===== src/design/dal_pkg.sv =====
// package: constants, encodings and carriers for the digital input lock control
package dal_pkg;
   // sample clock source selection
   localparam logic [1:0] SRC_LINK     = 2'h0;
   localparam logic [1:0] SRC_INT_48K  = 2'h1;
   localparam logic [1:0] SRC_INT_44K1 = 2'h2;

   // clock
   localparam int unsigned CLK_HZ = 10_000_000;

   // nominal rates in Hz and the tolerance in percent
   localparam int unsigned RATE_48K_HZ   = 48_000;
   localparam int unsigned RATE_44K1_HZ  = 44_100;
   localparam int unsigned RATE_TOL_PCT  = 4;

   // rate measurement gate: one window of link frames counted against core clocks
   localparam int unsigned GATE_FRAMES   = 64;
   localparam int unsigned GATE_W        = 16;
   // expected core cycles per gate at each nominal rate
   localparam int unsigned NOM_48K_CYC   = (CLK_HZ / RATE_48K_HZ) * GATE_FRAMES;
   localparam int unsigned NOM_44K1_CYC  = (CLK_HZ / RATE_44K1_HZ) * GATE_FRAMES;
   localparam int unsigned TOL_48K_CYC   = NOM_48K_CYC * RATE_TOL_PCT / 100;
   localparam int unsigned TOL_44K1_CYC  = NOM_44K1_CYC * RATE_TOL_PCT / 100;

   // lock retry pacing: time between acquisition attempts in microseconds
   localparam int unsigned RETRY_US      = 200;
   localparam int unsigned RETRY_CYC     = RETRY_US * (CLK_HZ / 1_000_000);

   // interrupt status / enable bit positions
   localparam int unsigned EV_LOCK       = 0;
   localparam int unsigned EV_RANGE      = 1;
   localparam int unsigned EV_NONAUDIO   = 2;
   localparam int unsigned EV_RELOCK     = 3;
   localparam int unsigned EV_W          = 4;

   // register offsets
   localparam logic [3:0] REG_CTRL   = 4'h0;
   localparam logic [3:0] REG_STATUS = 4'h1;
   localparam logic [3:0] REG_EVENTS = 4'h2;
   localparam logic [3:0] REG_EV_CLR = 4'h3;
   localparam logic [3:0] REG_EV_EN  = 4'h4;

   // control field positions
   localparam int unsigned CTRL_SRC_LSB   = 0;
   localparam int unsigned CTRL_RELOCK    = 2;
   localparam logic [7:0]  CTRL_RESET_VAL = 8'h04;

   typedef enum logic [1:0] {
      DAL_FMT_NONE = 2'h0,
      DAL_FMT_CNS  = 2'h1,
      DAL_FMT_PRF  = 2'h2
   } dal_fmt_e;

   typedef enum logic [1:0] {
      DAL_RATE_NONE = 2'h0,
      DAL_RATE_44K1 = 2'h1,
      DAL_RATE_48K  = 2'h2
   } dal_rate_e;

   // one decoded frame report from the link receiver
   typedef struct packed {
      logic       frame;      // high for part of each received frame, rising edge marks it
      logic       locked;     // receiver phase lock
      logic       pro;        // professional channel status
      logic       non_audio;  // payload is data
      logic [1:0] emph;       // emphasis code
   } dal_rx_s;

   // status monitor contents
   typedef struct packed {
      logic      valid;
      logic      no_lock;
      dal_rate_e rate;
      dal_fmt_e  fmt;
      logic [1:0] emph;
      logic       err_lock;
      logic       err_range;
      logic       err_nonaudio;
   } dal_stat_s;
endpackage : dal_pkg


===== src/design/dal_lock_ctrl.sv =====
// top: sample clock source selection, lock handling, mute and status monitor
//
// Our own choices: the address map and the plain strobed port.
`timescale 1ns/100ps
// Operation
// - source is link, internal 48k or 44.1k
// - internal source keeps digital input disabled
// - report measured rate and pro/consumer format
// - retry lock until acquired on first select
// - interruption mutes, falls back to last rate
// - relock setting governs retry after interruption
// - lock loss or data payload mutes, errors
// - rate beyond 4 percent flags and mutes
// - three error classes, each mutes input
// - status monitor always updated, even internal
// - monitor shows rate, format, emphasis flags
// - after loss show no-lock and fallback rate
// - relock on retries; off waits for reselect
module dal_lock_ctrl #(
   parameter int unsigned RETRY_CYCLES = dal_pkg::RETRY_CYC
) (
   input  wire logic             clock_i,
   input  wire logic             rst_n_i,
   // register port
   input  wire logic [3:0]       addr_i,
   input  wire logic [7:0]       wdata_i,
   input  wire logic             wr_i,
   input  wire logic             rd_i,
   output logic      [7:0]       rdata_o,
   // link receiver report
   input  wire dal_pkg::dal_rx_s rx_i,
   // to the audio path and clocking
   output logic                  acq_start_o,
   output logic                  dig_mute_o,
   output logic                  use_link_clk_o,
   output logic                  int_48k_o,
   output logic                  irq_o,
   output dal_pkg::dal_stat_s    status_o
);
   typedef enum logic [3:0] {
      ST_INT    = 4'b0001,
      ST_ACQ    = 4'b0010,
      ST_LOCKED = 4'b0100,
      ST_FALL   = 4'b1000
   } dal_state_e;

   dal_state_e                     state_reg;
   logic [7:0]                     ctrl_reg;
   logic [dal_pkg::EV_W-1:0]       ev_reg;
   logic [dal_pkg::EV_W-1:0]       en_reg;
   logic [dal_pkg::EV_W-1:0]       ev_set;
   logic [5:0]                     rx_s1_reg;
   logic [5:0]                     rx_s2_reg;
   dal_pkg::dal_rx_s               rx;
   logic                           frame_d_reg;
   logic                           frame_pulse;
   logic                           sel_pulse;
   logic [31:0]                    retry_reg;
   logic                           retry_tick;
   logic                           meas_done;
   logic [dal_pkg::GATE_W-1:0]     meas_cyc;
   dal_pkg::dal_rate_e             meas_rate;
   dal_pkg::dal_rate_e             last_rate_reg;
   logic                           range_ok_reg;
   logic                           measured_reg;
   logic                           link_sel;
   logic                           audio_ok;

   // ==========================================================
   // helpers
   function automatic logic in_band(input logic [dal_pkg::GATE_W-1:0] c,
                                    input int unsigned nom, input int unsigned tol);
      in_band = (32'(c) + tol >= nom) && (32'(c) <= nom + tol);
   endfunction : in_band

   function automatic dal_pkg::dal_rate_e classify(input logic [dal_pkg::GATE_W-1:0] c);
      if (in_band(c, dal_pkg::NOM_48K_CYC, dal_pkg::TOL_48K_CYC)) begin
         classify = dal_pkg::DAL_RATE_48K;
      end else if (in_band(c, dal_pkg::NOM_44K1_CYC, dal_pkg::TOL_44K1_CYC)) begin
         classify = dal_pkg::DAL_RATE_44K1;
      end else begin
         classify = dal_pkg::DAL_RATE_NONE;
      end
   endfunction : classify

   // ==========================================================
   // receiver inputs come from the link domain: two flops each
   always_ff @(posedge clock_i or negedge rst_n_i) begin
      if (!rst_n_i) begin
         rx_s1_reg   <= '0;
         rx_s2_reg   <= '0;
         frame_d_reg <= 1'b0;
      end else begin
         rx_s1_reg   <= rx_i;
         rx_s2_reg   <= rx_s1_reg;
         frame_d_reg <= rx_s2_reg[5];
      end
   end

   assign rx          = rx_s2_reg;
   // frame arrives as a level pulse per frame; its rising edge is taken after the synchroniser
   assign frame_pulse = rx.frame & ~frame_d_reg;

   // ==========================================================
   // register writes
   assign sel_pulse = wr_i && (addr_i == dal_pkg::REG_CTRL);
   assign link_sel  = (ctrl_reg[dal_pkg::CTRL_SRC_LSB +: 2] == dal_pkg::SRC_LINK);

   always_ff @(posedge clock_i or negedge rst_n_i) begin
      if (!rst_n_i) begin
         ctrl_reg <= dal_pkg::CTRL_RESET_VAL;
         en_reg   <= '0;
      end else if (wr_i) begin
         if (addr_i == dal_pkg::REG_CTRL) begin
            ctrl_reg <= {5'h00, wdata_i[2:0]};
         end
         if (addr_i == dal_pkg::REG_EV_EN) begin
            en_reg <= wdata_i[dal_pkg::EV_W-1:0];
         end
      end
   end

   // ==========================================================
   // rate measurement
   dal_rate_meter u_meter (
      .clock_i  (clock_i),
      .rst_n_i  (rst_n_i),
      .run_i    (rx.locked),
      .frame_i  (frame_pulse),
      .done_o   (meas_done),
      .cycles_o (meas_cyc)
   );

   assign meas_rate = classify(meas_cyc);

   always_ff @(posedge clock_i or negedge rst_n_i) begin
      if (!rst_n_i) begin
         range_ok_reg  <= 1'b0;
         measured_reg  <= 1'b0;
         last_rate_reg <= dal_pkg::DAL_RATE_48K;
      end else if (!rx.locked) begin
         measured_reg <= 1'b0;
      end else if (meas_done) begin
         measured_reg <= 1'b1;
         range_ok_reg <= (meas_rate != dal_pkg::DAL_RATE_NONE);
         if (meas_rate != dal_pkg::DAL_RATE_NONE && !rx.non_audio) begin
            last_rate_reg <= meas_rate;
         end
      end
   end

   // valid audio: lock, a measured in-tolerance rate and an audio payload
   assign audio_ok = rx.locked && measured_reg && range_ok_reg && !rx.non_audio;

   // ==========================================================
   // retry pacing
   always_ff @(posedge clock_i or negedge rst_n_i) begin
      if (!rst_n_i) begin
         retry_reg <= '0;
      end else if (state_reg != ST_ACQ || retry_tick || sel_pulse) begin
         // a reselect restarts pacing so no retry strobe directly follows its strobe
         retry_reg <= '0;
      end else begin
         retry_reg <= retry_reg + 32'h1;
      end
   end

   assign retry_tick = (retry_reg == 32'(RETRY_CYCLES - 1));

   // ==========================================================
   // lock state machine
   always_ff @(posedge clock_i or negedge rst_n_i) begin
      if (!rst_n_i) begin
         state_reg   <= ST_INT;
         acq_start_o <= 1'b0;
      end else begin
         acq_start_o <= 1'b0;
         if (!link_sel) begin
            state_reg <= ST_INT;
         end else if (sel_pulse) begin
            // reselecting the link restarts acquisition from scratch
            state_reg   <= ST_ACQ;
            acq_start_o <= 1'b1;
         end else begin
            unique case (state_reg)
               ST_INT: begin
                  state_reg   <= ST_ACQ;
                  acq_start_o <= 1'b1;
               end
               ST_ACQ: begin
                  if (audio_ok) begin
                     state_reg <= ST_LOCKED;
                  end else if (retry_tick) begin
                     acq_start_o <= 1'b1;
                  end
               end
               ST_LOCKED: begin
                  if (!rx.locked) begin
                     // relock flag decides retry versus parking on internal clock
                     state_reg <= ctrl_reg[dal_pkg::CTRL_RELOCK] ? ST_ACQ : ST_FALL;
                  end
               end
               ST_FALL: begin
                  // parked on the internal clock; only a control write leaves
                  state_reg <= ST_FALL;
               end
            endcase
         end
      end
   end

   // ==========================================================
   // clocking and mute outputs
   always_ff @(posedge clock_i or negedge rst_n_i) begin
      if (!rst_n_i) begin
         dig_mute_o     <= 1'b1;
         use_link_clk_o <= 1'b0;
         int_48k_o      <= 1'b1;
      end else begin
         // mute one cycle after a fault is seen, release only in lock
         dig_mute_o     <= !(link_sel && state_reg == ST_LOCKED && audio_ok);
         use_link_clk_o <= link_sel && state_reg == ST_LOCKED && rx.locked;
         unique case (ctrl_reg[dal_pkg::CTRL_SRC_LSB +: 2])
            dal_pkg::SRC_INT_48K:  int_48k_o <= 1'b1;
            dal_pkg::SRC_INT_44K1: int_48k_o <= 1'b0;
            default: int_48k_o <= (last_rate_reg != dal_pkg::DAL_RATE_44K1);
         endcase
      end
   end

   // ==========================================================
   // status monitor, refreshed every cycle whatever the source
   always_ff @(posedge clock_i or negedge rst_n_i) begin
      if (!rst_n_i) begin
         status_o <= '0;
      end else begin
         status_o.valid        <= audio_ok;
         status_o.no_lock      <= !rx.locked;
         status_o.rate         <= audio_ok ? last_rate_reg
                                  : (int_48k_o ? dal_pkg::DAL_RATE_48K
                                               : dal_pkg::DAL_RATE_44K1);
         status_o.fmt          <= !audio_ok ? dal_pkg::DAL_FMT_NONE
                                  : (rx.pro ? dal_pkg::DAL_FMT_PRF
                                            : dal_pkg::DAL_FMT_CNS);
         // pro streams carry two curves in the code, consumer only one bit
         status_o.emph         <= audio_ok ? (rx.pro ? rx.emph : {1'b0, rx.emph[0]})
                                           : 2'h0;
         status_o.err_lock     <= link_sel && !rx.locked;
         status_o.err_range    <= link_sel && rx.locked && measured_reg
                                  && !range_ok_reg;
         status_o.err_nonaudio <= link_sel && rx.locked && rx.non_audio;
      end
   end

   // ==========================================================
   // events: sticky, set wins over clear
   assign ev_set[dal_pkg::EV_LOCK]     = link_sel && state_reg == ST_LOCKED && !rx.locked;
   assign ev_set[dal_pkg::EV_RANGE]    = link_sel && meas_done && rx.locked
                                         && meas_rate == dal_pkg::DAL_RATE_NONE;
   assign ev_set[dal_pkg::EV_NONAUDIO] = link_sel && rx.locked && rx.non_audio;
   assign ev_set[dal_pkg::EV_RELOCK]   = state_reg == ST_ACQ && audio_ok && link_sel;

   // a clear in the cycle of a new event keeps the bit set
   always_ff @(posedge clock_i or negedge rst_n_i) begin
      if (!rst_n_i) begin
         ev_reg <= '0;
      end else begin
         ev_reg <= ((wr_i && addr_i == dal_pkg::REG_EV_CLR)
                    ? (ev_reg & ~wdata_i[dal_pkg::EV_W-1:0]) : ev_reg) | ev_set;
      end
   end

   // irq looks at this cycle's events too, saving a cycle of latency
   always_ff @(posedge clock_i or negedge rst_n_i) begin
      if (!rst_n_i) begin
         irq_o <= 1'b0;
      end else begin
         irq_o <= |((ev_reg | ev_set) & en_reg);
      end
   end

   // ==========================================================
   // register reads, one cycle after the strobe
   // unmapped and write-only offsets read back as zero
   always_ff @(posedge clock_i or negedge rst_n_i) begin
      if (!rst_n_i) begin
         rdata_o <= '0;
      end else if (rd_i) begin
         unique case (addr_i)
            dal_pkg::REG_CTRL:   rdata_o <= ctrl_reg;
            dal_pkg::REG_STATUS: rdata_o <= {status_o.err_lock, status_o.err_range,
                                             status_o.err_nonaudio, status_o.no_lock,
                                             status_o.rate, status_o.fmt};
            dal_pkg::REG_EVENTS: rdata_o <= {4'h0, ev_reg};
            dal_pkg::REG_EV_EN:  rdata_o <= {4'h0, en_reg};
            default:             rdata_o <= 8'h00;
         endcase
      end else begin
         rdata_o <= 8'h00;
      end
   end
endmodule : dal_lock_ctrl


===== src/design/dal_rate_meter.sv =====
// rate meter: times a gate of link frames against the core clock
`timescale 1ns/100ps
module dal_rate_meter #(
   parameter int unsigned GATE = dal_pkg::GATE_FRAMES
) (
   input  wire logic                      clock_i,
   input  wire logic                      rst_n_i,
   input  wire logic                      run_i,
   input  wire logic                      frame_i,
   output logic                           done_o,
   output logic [dal_pkg::GATE_W-1:0]     cycles_o
);
   logic [dal_pkg::GATE_W-1:0] cyc_reg;
   logic [7:0]                 frm_reg;

   // ==========================================================
   // gate counting
   always_ff @(posedge clock_i or negedge rst_n_i) begin
      if (!rst_n_i) begin
         cyc_reg  <= '0;
         frm_reg  <= '0;
         done_o   <= 1'b0;
         cycles_o <= '0;
      end else begin
         done_o <= 1'b0;
         if (!run_i) begin
            cyc_reg <= '0;
            frm_reg <= '0;
         end else begin
            // saturate so a very slow link reads as far out of range, flagging err_range
            if (cyc_reg != '1) begin
               cyc_reg <= cyc_reg + 1'b1;
            end
            if (frame_i) begin
               if (frm_reg == 8'(GATE - 1)) begin
                  done_o   <= 1'b1;
                  cycles_o <= cyc_reg;
                  cyc_reg  <= '0;
                  frm_reg  <= '0;
               end else begin
                  frm_reg <= frm_reg + 1'b1;
               end
            end
         end
      end
   end
endmodule : dal_rate_meter


===== config.mk =====
export PLATFORM = sky130hd
export DESIGN_NAME = dal_lock_ctrl
export DESIGN_NICKNAME = d
export VERILOG_FILES = /design/src/design/dal_pkg.sv /design/src/design/dal_lock_ctrl.sv /design/src/design/dal_rate_meter.sv
export SDC_FILE = /design/constraint.sdc
export NUM_CORES = 1
export LEC_CHECK = 0
export BUFFER_PORTS_ARGS = -buffer_cell sky130_fd_sc_hd__buf_4
export CORE_MARGIN = 3
export CORE_UTILIZATION = 25
export DETAILED_ROUTE_END_ITERATION = 12
export HOLD_SLACK_MARGIN = 0.03
export SYNTH_ARGS = -nofsm -noshare
export SYNTH_HDL_FRONTEND = slang
export SYNTH_SLANG_ARGS = --single-unit

===== constraint.sdc =====
create_clock -name clock_i -period 2 [get_ports clock_i]
set_clock_uncertainty 0.1 [all_clocks]
set_input_delay 0.1 -clock clock_i [delete_from_list [all_inputs] [get_ports clock_i]]
set_output_delay 0.1 -clock clock_i [all_outputs]
set_load 0.01 [all_outputs]

# After elaboration in Yosys (flattened, before gate mapping)
# Index checks and enable logic that the tools add are counted.
# W data, S select, Z words.
dict set report word_totals {
  register_bits 129
  output_inout_bits 24
}
dict set report op_classes {
  add_sub_neg 5
  magnitude_cmp 4
  eq_ne 19
  n_mux 36
  bitwise 7
  n_reduce_logical 39
}
# op count
set op_table {}
lappend op_table {{$mux W16} 4}
lappend op_table {{$add A16 B10 Y17 const B} 2}
lappend op_table {{$ge A17 B14 Y1 const B} 2}
lappend op_table {{$add A32 B1 Y32 const B} 1}
lappend op_table {{$eq A32 B11 Y1 const B} 1}
lappend op_table {{$le A16 B14 Y1 const B} 2}
lappend op_table {{$mux W32} 1}
lappend op_table {{$mux W8} 4}
lappend op_table {{$pmux W8 S4} 1}
lappend op_table {{$mux W4} 6}
lappend op_table {{$logic_and A1 B1 Y1} 22}
lappend op_table {{$add A16 B1 Y16 const B} 1}
lappend op_table {{$ne A16 B16 Y1 const B} 1}
lappend op_table {{$pmux W4 S4} 1}
lappend op_table {{$mux W2} 7}
lappend op_table {{$eq A4 B2 Y1 const B} 3}
lappend op_table {{$mux W1} 10}
lappend op_table {{$add A8 B1 Y8 const B} 1}
lappend op_table {{$and A4 B4 Y4} 2}
lappend op_table {{$eq A4 B1 Y1 const B} 2}
lappend op_table {{$eq A4 B3 Y1 const B} 2}
lappend op_table {{$eq A8 B6 Y1 const B} 1}
lappend op_table {{$ne A4 B4 Y1 const B} 2}
lappend op_table {{$or A4 B4 Y4} 2}
lappend op_table {{17 further kinds} 29}

# Depth between registers and ports, before layout
dict set report logic_depth {
  word_depth 10
  mapped_depth 8
}

# Modules after synthesis
# A second synthesis with hierarchy kept.
dict set report hier_totals {
  cells_unflattened 531
  hier_area_um2 6003.3
}
# mod instances cells_per_inst area_each_um2 seq_area_each_um2
set modules_own_cells {}
lappend modules_own_cells {dal_lock_ctrl 1 356 3982.6 2208.4}
lappend modules_own_cells {dal_rate_meter 1 175 2020.7 1026.0}

# Least setup slack after synthesis
# No wires, ideal clock.
dict set report synth_path {
  path_kind {reg2reg}
  start {reg u_meter.frm_reg[0]}
  end {reg u_meter.cycles_o[10] in the netlist's numbering}
  setup_ps 125
  arrival_ps 1927
  slack_ps -152
  path_stages_with_launch 9
  n_path_buf 2
  synth_period_minus_slack_ps 2152
  cell_sequence {dfrtp_1 > ha_1 > nand4_1 > or2_1 > or3_4 > nand2b_4 > buf_6 > buf_12 > mux2_4}
}
dict set report synth_between {
  elab_chain_cells 2
}
# element line
set synth_lines {}
lappend synth_lines {{start, declared} dal_rate_meter.sv:14} ;# logic [7:0] frm_reg;
lappend synth_lines {{start signal, assigned} dal_rate_meter.sv:41} ;# frm_reg <= frm_reg + 1'b1;
lappend synth_lines {{$eq A8 B6 Y1} dal_rate_meter.sv:35} ;# if (frm_reg == 8'(GATE - 1)) begin
lappend synth_lines {{$reduce_and A3 Y1 (no line)} n/a}
lappend synth_lines {{end signal, assigned} dal_rate_meter.sv:37} ;# cycles_o <= cyc_reg;
lappend synth_lines {{end, declared} dal_rate_meter.sv:11} ;# output logic [dal_pkg::GATE_W-1:0] cycles_o
# No other way between the ends.
# A chain may end at the register's enable or synchronous reset.

# Worst setup path in the final report
dict set report layout_path {
  start {reg retry_reg[18]}
  end {reg retry_reg[18]}
}
dict set report layout_between {
  elab_chain_cells 4
}
# element line
set layout_lines {}
lappend layout_lines {{start, declared} dal_lock_ctrl.sv:58} ;# logic [31:0] retry_reg;
lappend layout_lines {{start signal, assigned} dal_lock_ctrl.sv:164} ;# retry_reg <= retry_reg + 32'h1;
lappend layout_lines {{parallel branches: the longest is 3 deep, another holds $add A32 B1 Y32} n/a}
lappend layout_lines {{$mux W32 *} dal_lock_ctrl.sv:160} ;# end else if (state_reg != ST_ACQ || retry_tick || sel_pulse) begin
# Mark *: on every way between the ends.

==> reports/metrics.sh <==
IR_WORST_VDD_uV=622.1
FIN_AREA_UM2=8093
TOTALWIRELENGTH_UM=14030
GRT_START_MAX_NET_PINS=51
YS_WARN_COUNT=0
H-TREE-DEPTH=4
PLACE.PORT_BUFFERS=41
MAXCAPVIOLATIONS=0
FINALPOWER_mW=6.479
LARGEST_STAGE_DELAY_WORST_PATH_NS=0.56
SETUP_VIOL=10
SYNTH.MOST_COMMON_CELL='sky130_fd_sc_hd__dfrtp_1'
SYNTH_TOP_FLOP_CELL='sky130_fd_sc_hd__dfrtp_1'
SYN_STD_CELL_AREA_UM2=5833
HOLD-PATH-CELL-COUNT=4
REPORT.FINAL.HOLD_VIOL_COUNT=0
INSERTEDDIODECOUNT=0
LEAKAGEPOWER_nW=3.480
TRITONCTS_NUM_SINKS=129
SYNTH.FF_LATCH_COUNT=129
DPL.CELL_COUNT=943
1ST_ITER_DRT_VIOLS=202
ANTENNA_FOUND_INITIAL=0
CP-START-KIND='flip-flop'
FINAL_CORE_UTIL_PCT=35.53
GRT_OVERFLOW=0
CTS.CLK_SLEW.WORST_PATHS_NS=0.06
TIMING.CRITICAL_PATH.TO_TYPE='flip-flop'
SYNTH_EDF_COUNT=0
CLOCKPOWERSHARE_PCT=44.2
NETLIST-CELL-TYPE-COUNT=61
WORSTHOLDPATHTYPE='input pin to flip-flop'
SYNTH.AVG_CELL_AREA_UM2=10.74
CELLINTERNALPOWER_mW=4.783
DRIVE_GT1_SHARE_PCT=32.13
CRITICAL_PATH_ARRIVAL_NS=2.21
RSZ_0062_RAISED_AFTER_GLOBAL_ROUTING='true'
LAYOUT-AREA-OVERHEAD-VS-SYNTH_PCT=38.74
TIMING.REG2REG.SETUP_SLACK_NS=-0.01
POST-PLACE-WS_NS=-0.2040
REG2REG_TO='retry_reg[18]'
GRT_PASS1_WL_UM=22790
FIN_TNS_SETUP_NS=-0.05589
SYNTHCELLS=543
MAX_STAGE_DELAY_CELL_WORST_PATH='sky130_fd_sc_hd__or4_4'
GRT_PASS1_VIAS=4553
CRIT_CHAIN='or4_4 -> nor4_4 -> or2_4 -> clkbuf_16 -> nor2_4'
VIOLATIONS_IN_THE_FINAL_REPORTS='negative setup slack'
SYNTH_AREA_LEADER_CELL='sky130_fd_sc_hd__dfrtp_1'
FINALNONFILLERCELLS=1004
CHIPHEIGHT_UM=158.8
CTS-BUFFERS-INSERTED=17
ROWS=55
DRT-VIAS-PER-INSTANCE=4.506
POWER_SWITCHING_mW=1.696
REMAINING_MAX_SLEW_BUDGET_AT_THE_TIGHTEST_PIN_PCT=71.30
YS_ASYNC_SR_FRACTION_PCT=100.0
WORST_PIN_SLEW_NS=0.4290
TIMING.HOLD.WORST_ENDPOINT='rdata_o[3]'
ROOT_BUFFER='sky130_fd_sc_hd__clkbuf_16'
MAX-CLOCK-PATH-BUFFERS=2
STARTPOINT_OF_THE_WORST_REGISTER_TO_REGISTER_PATH='retry_reg[18]'
SYNTHESIS.NETS=570
WORST_EP_REQUIRED_TIME_NS=2.20
SYNTH_TOP_CELLS_BY_COUNT='124 x sky130_fd_sc_hd__dfrtp_1, 59 x sky130_fd_sc_hd__nor2_1, 46 x sky130_fd_sc_hd__nand2_1, 28 x sky130_fd_sc_hd__nand3_1, 22 x sky130_fd_sc_hd__xnor2_1'
SEQUENTIAL_AREA_SHARE_AFTER_SYNTHESIS_PCT=55.45
POWER.COMBINATIONAL.FRACTION_PCT=11.8
POST_SYNTH_MAIN_AREA_CONTRIBUTORS='sky130_fd_sc_hd__dfrtp_1 53%, sky130_fd_sc_hd__nor2_1 3.8%, sky130_fd_sc_hd__xnor2_1 3.3%, sky130_fd_sc_hd__nand2_1 3.0%, sky130_fd_sc_hd__mux2_2 2.7%'
POSTLAYOUTSETUPSLACKWORST_NS=-0.01137
ROUTABILITYCONGESTION=0.7870
CRITPATHTOPFAMILY='simple AND/OR/NAND/NOR gates'
ROUTE.VIAS.TOTAL=4524
HOLDCRITSTARTPOINT='addr_i[1]'
DR.PASS1.ITERS=4
OUTCOME='finished with violations'
CRITICALPATHCATEGORY='flip-flop to flip-flop'
POWER.SEQUENTIAL.FRACTION_PCT=44.0
MIN_PERIOD_OVER_PERIOD_PCT=100.6
WORSTREGTOREGCELLS=5
CORE_UM2=22780
TIMING.HOLD.WS_NS=0.07630
TIMING.CRITICAL_PATH.FANOUT_MAX=8
PLACEDINSTANCEAREA_UM2=6917
CLOCK_TREE_FROM_TRITONCTS='done'
NETLIST.AREA_LEADER.SHARE_PCT=53.20
EFFECTIVE_UTILIZATION_AT_FLOORPLAN_PCT=25.61
DRC=0
CLOCK_INSERTION_DELAY_AT_THE_LATER_PIN_OF_THE_SKEW_REPORT_NS=0.42
LARGEST_REGISTER_FFS=32
FINISH.NET_COUNT=705
BUF_INV_STAGES_CRIT_PATH=1
GRT.TOTAL_USAGE_PCT=10.98
PLACE_HPWL_UM=9271
ANT_NETS=0
IO_PINS=46
WL_PER_CELL_UM=13.98
FINAL_PERIOD_MINUS_WORST_SETUP_SLACK_NS=2.011
DIE_WIDTH_UM=158.8
DIE_AREA_UM2=25200
POWER-PER-CELL-AREA_nW_PER_UM2=800.6
SWSHARE_PCT=26.18
MAX_CLOCK_FREQ_MHz=497.2
FINAL-MAX-SLEW-VIOLATION-COUNT=0
==> worst reg2reg max path, stage by stage (launching register included) <==
cell and delay, ns:
sky130_fd_sc_hd__dfrtp_1 0.38, sky130_fd_sc_hd__or4_4 0.56, sky130_fd_sc_hd__nor4_4 0.34, sky130_fd_sc_hd__or2_4 0.27, sky130_fd_sc_hd__clkbuf_16 0.22, sky130_fd_sc_hd__nor2_4 0.04
==> cell type report <==
type / count / area [um^2]
tap: 313 / 391.6
clock inverter: 13 / 102.6
fill: 2243 / 14690
multi-input combinational: 388 / 2776
sequential: 129 / 3234
inverter: 18 / 67.56
timing repair buffer: 124 / 1067
clock buffer: 19 / 452.9
==> routing by layer <==
layer  wire, um  GRT usage [%]  vias up
li1           -              -     2215
met1       6736          14.63     2214
met2       6623          17.23       77
met3        450          2.948       18
met4        221          3.900        0
met5          0              0        -
==> how the worst max path moves through the flow <==
| stage | start | to | slack, ns | cells after the start |
|---|---|---|---|---|
| CTS | u_meter.frm_reg[1] | u_meter.cycles_o[6] | -0.009 | 6 |
| global route | u_meter.cyc_reg[5] | u_meter.cyc_reg[12] | -0.11 | 5 |
| detailed placement | retry_reg[26] | retry_reg[26] | -0.20 | 7 |
| global placement | retry_reg[24] | retry_reg[29] | -0.17 | 7 |
| floorplan | u_meter.frm_reg[0] | u_meter.cycles_o[10] | -0.15 | 8 |
| finish | retry_reg[18] | retry_reg[18] | -0.01 | 5 |
==> cells in the final DEF (no fill, tap or decap), drive strengths merged, types with 5 or more instances in the layout <==
cell and instances:
dfstp 5, nor2 60, or3 9, inv 23
nor3 16, nand4 17, o21ai 22, a21oi 18
nand2b 6, and3 13, xnor2 22, ha 5
dlygate4sd3 15, mux2 23, xor2 16, a211oi 5
nor2b 8, and2 9, dfrtp 124, nand3 28
nor4 10, clkbuf 21, clkinvlp 5, nand2 46
buf 107
==> power by group through the flow <==
stage | combinational, mW | clock (mW) | sequential [mW]
floorplan | 0.251 | 0 | 2.89
global route | 0.841 | 3.06 | 2.86
CTS | 0.662 | 2.93 | 2.85
finish | 0.766 | 2.86 | 2.85
global placement | 0.569 | 0 | 2.90
detailed placement | 0.574 | 0 | 2.90
==> cell families after synthesis <==
logic type      Yosys count  synth area share [%]
simple gates            242                 21.49
flops                   129                 55.45
compound gates           74                 8.258
xor+xnor                 38                 5.706
buf+inv                  28                 2.316
mux                      26                 5.534
fa+ha+maj                 6                 1.244
==> what timing repair did <==
| item | in CTS | in global routing |
|---|---|---|
| pin swaps | 2 | 22 |
| endpoints found under the hold margin | 149 | 0 |
| hold buffers | 15 | 0 |
| setup buffers | 2 | 7 |
| gates resized for setup | 17 | 55 |
| endpoints found under the setup margin | 63 | 53 |
| cloned | 3 | 3 |
Note: power is estimated with default switching activity, not from simulation.
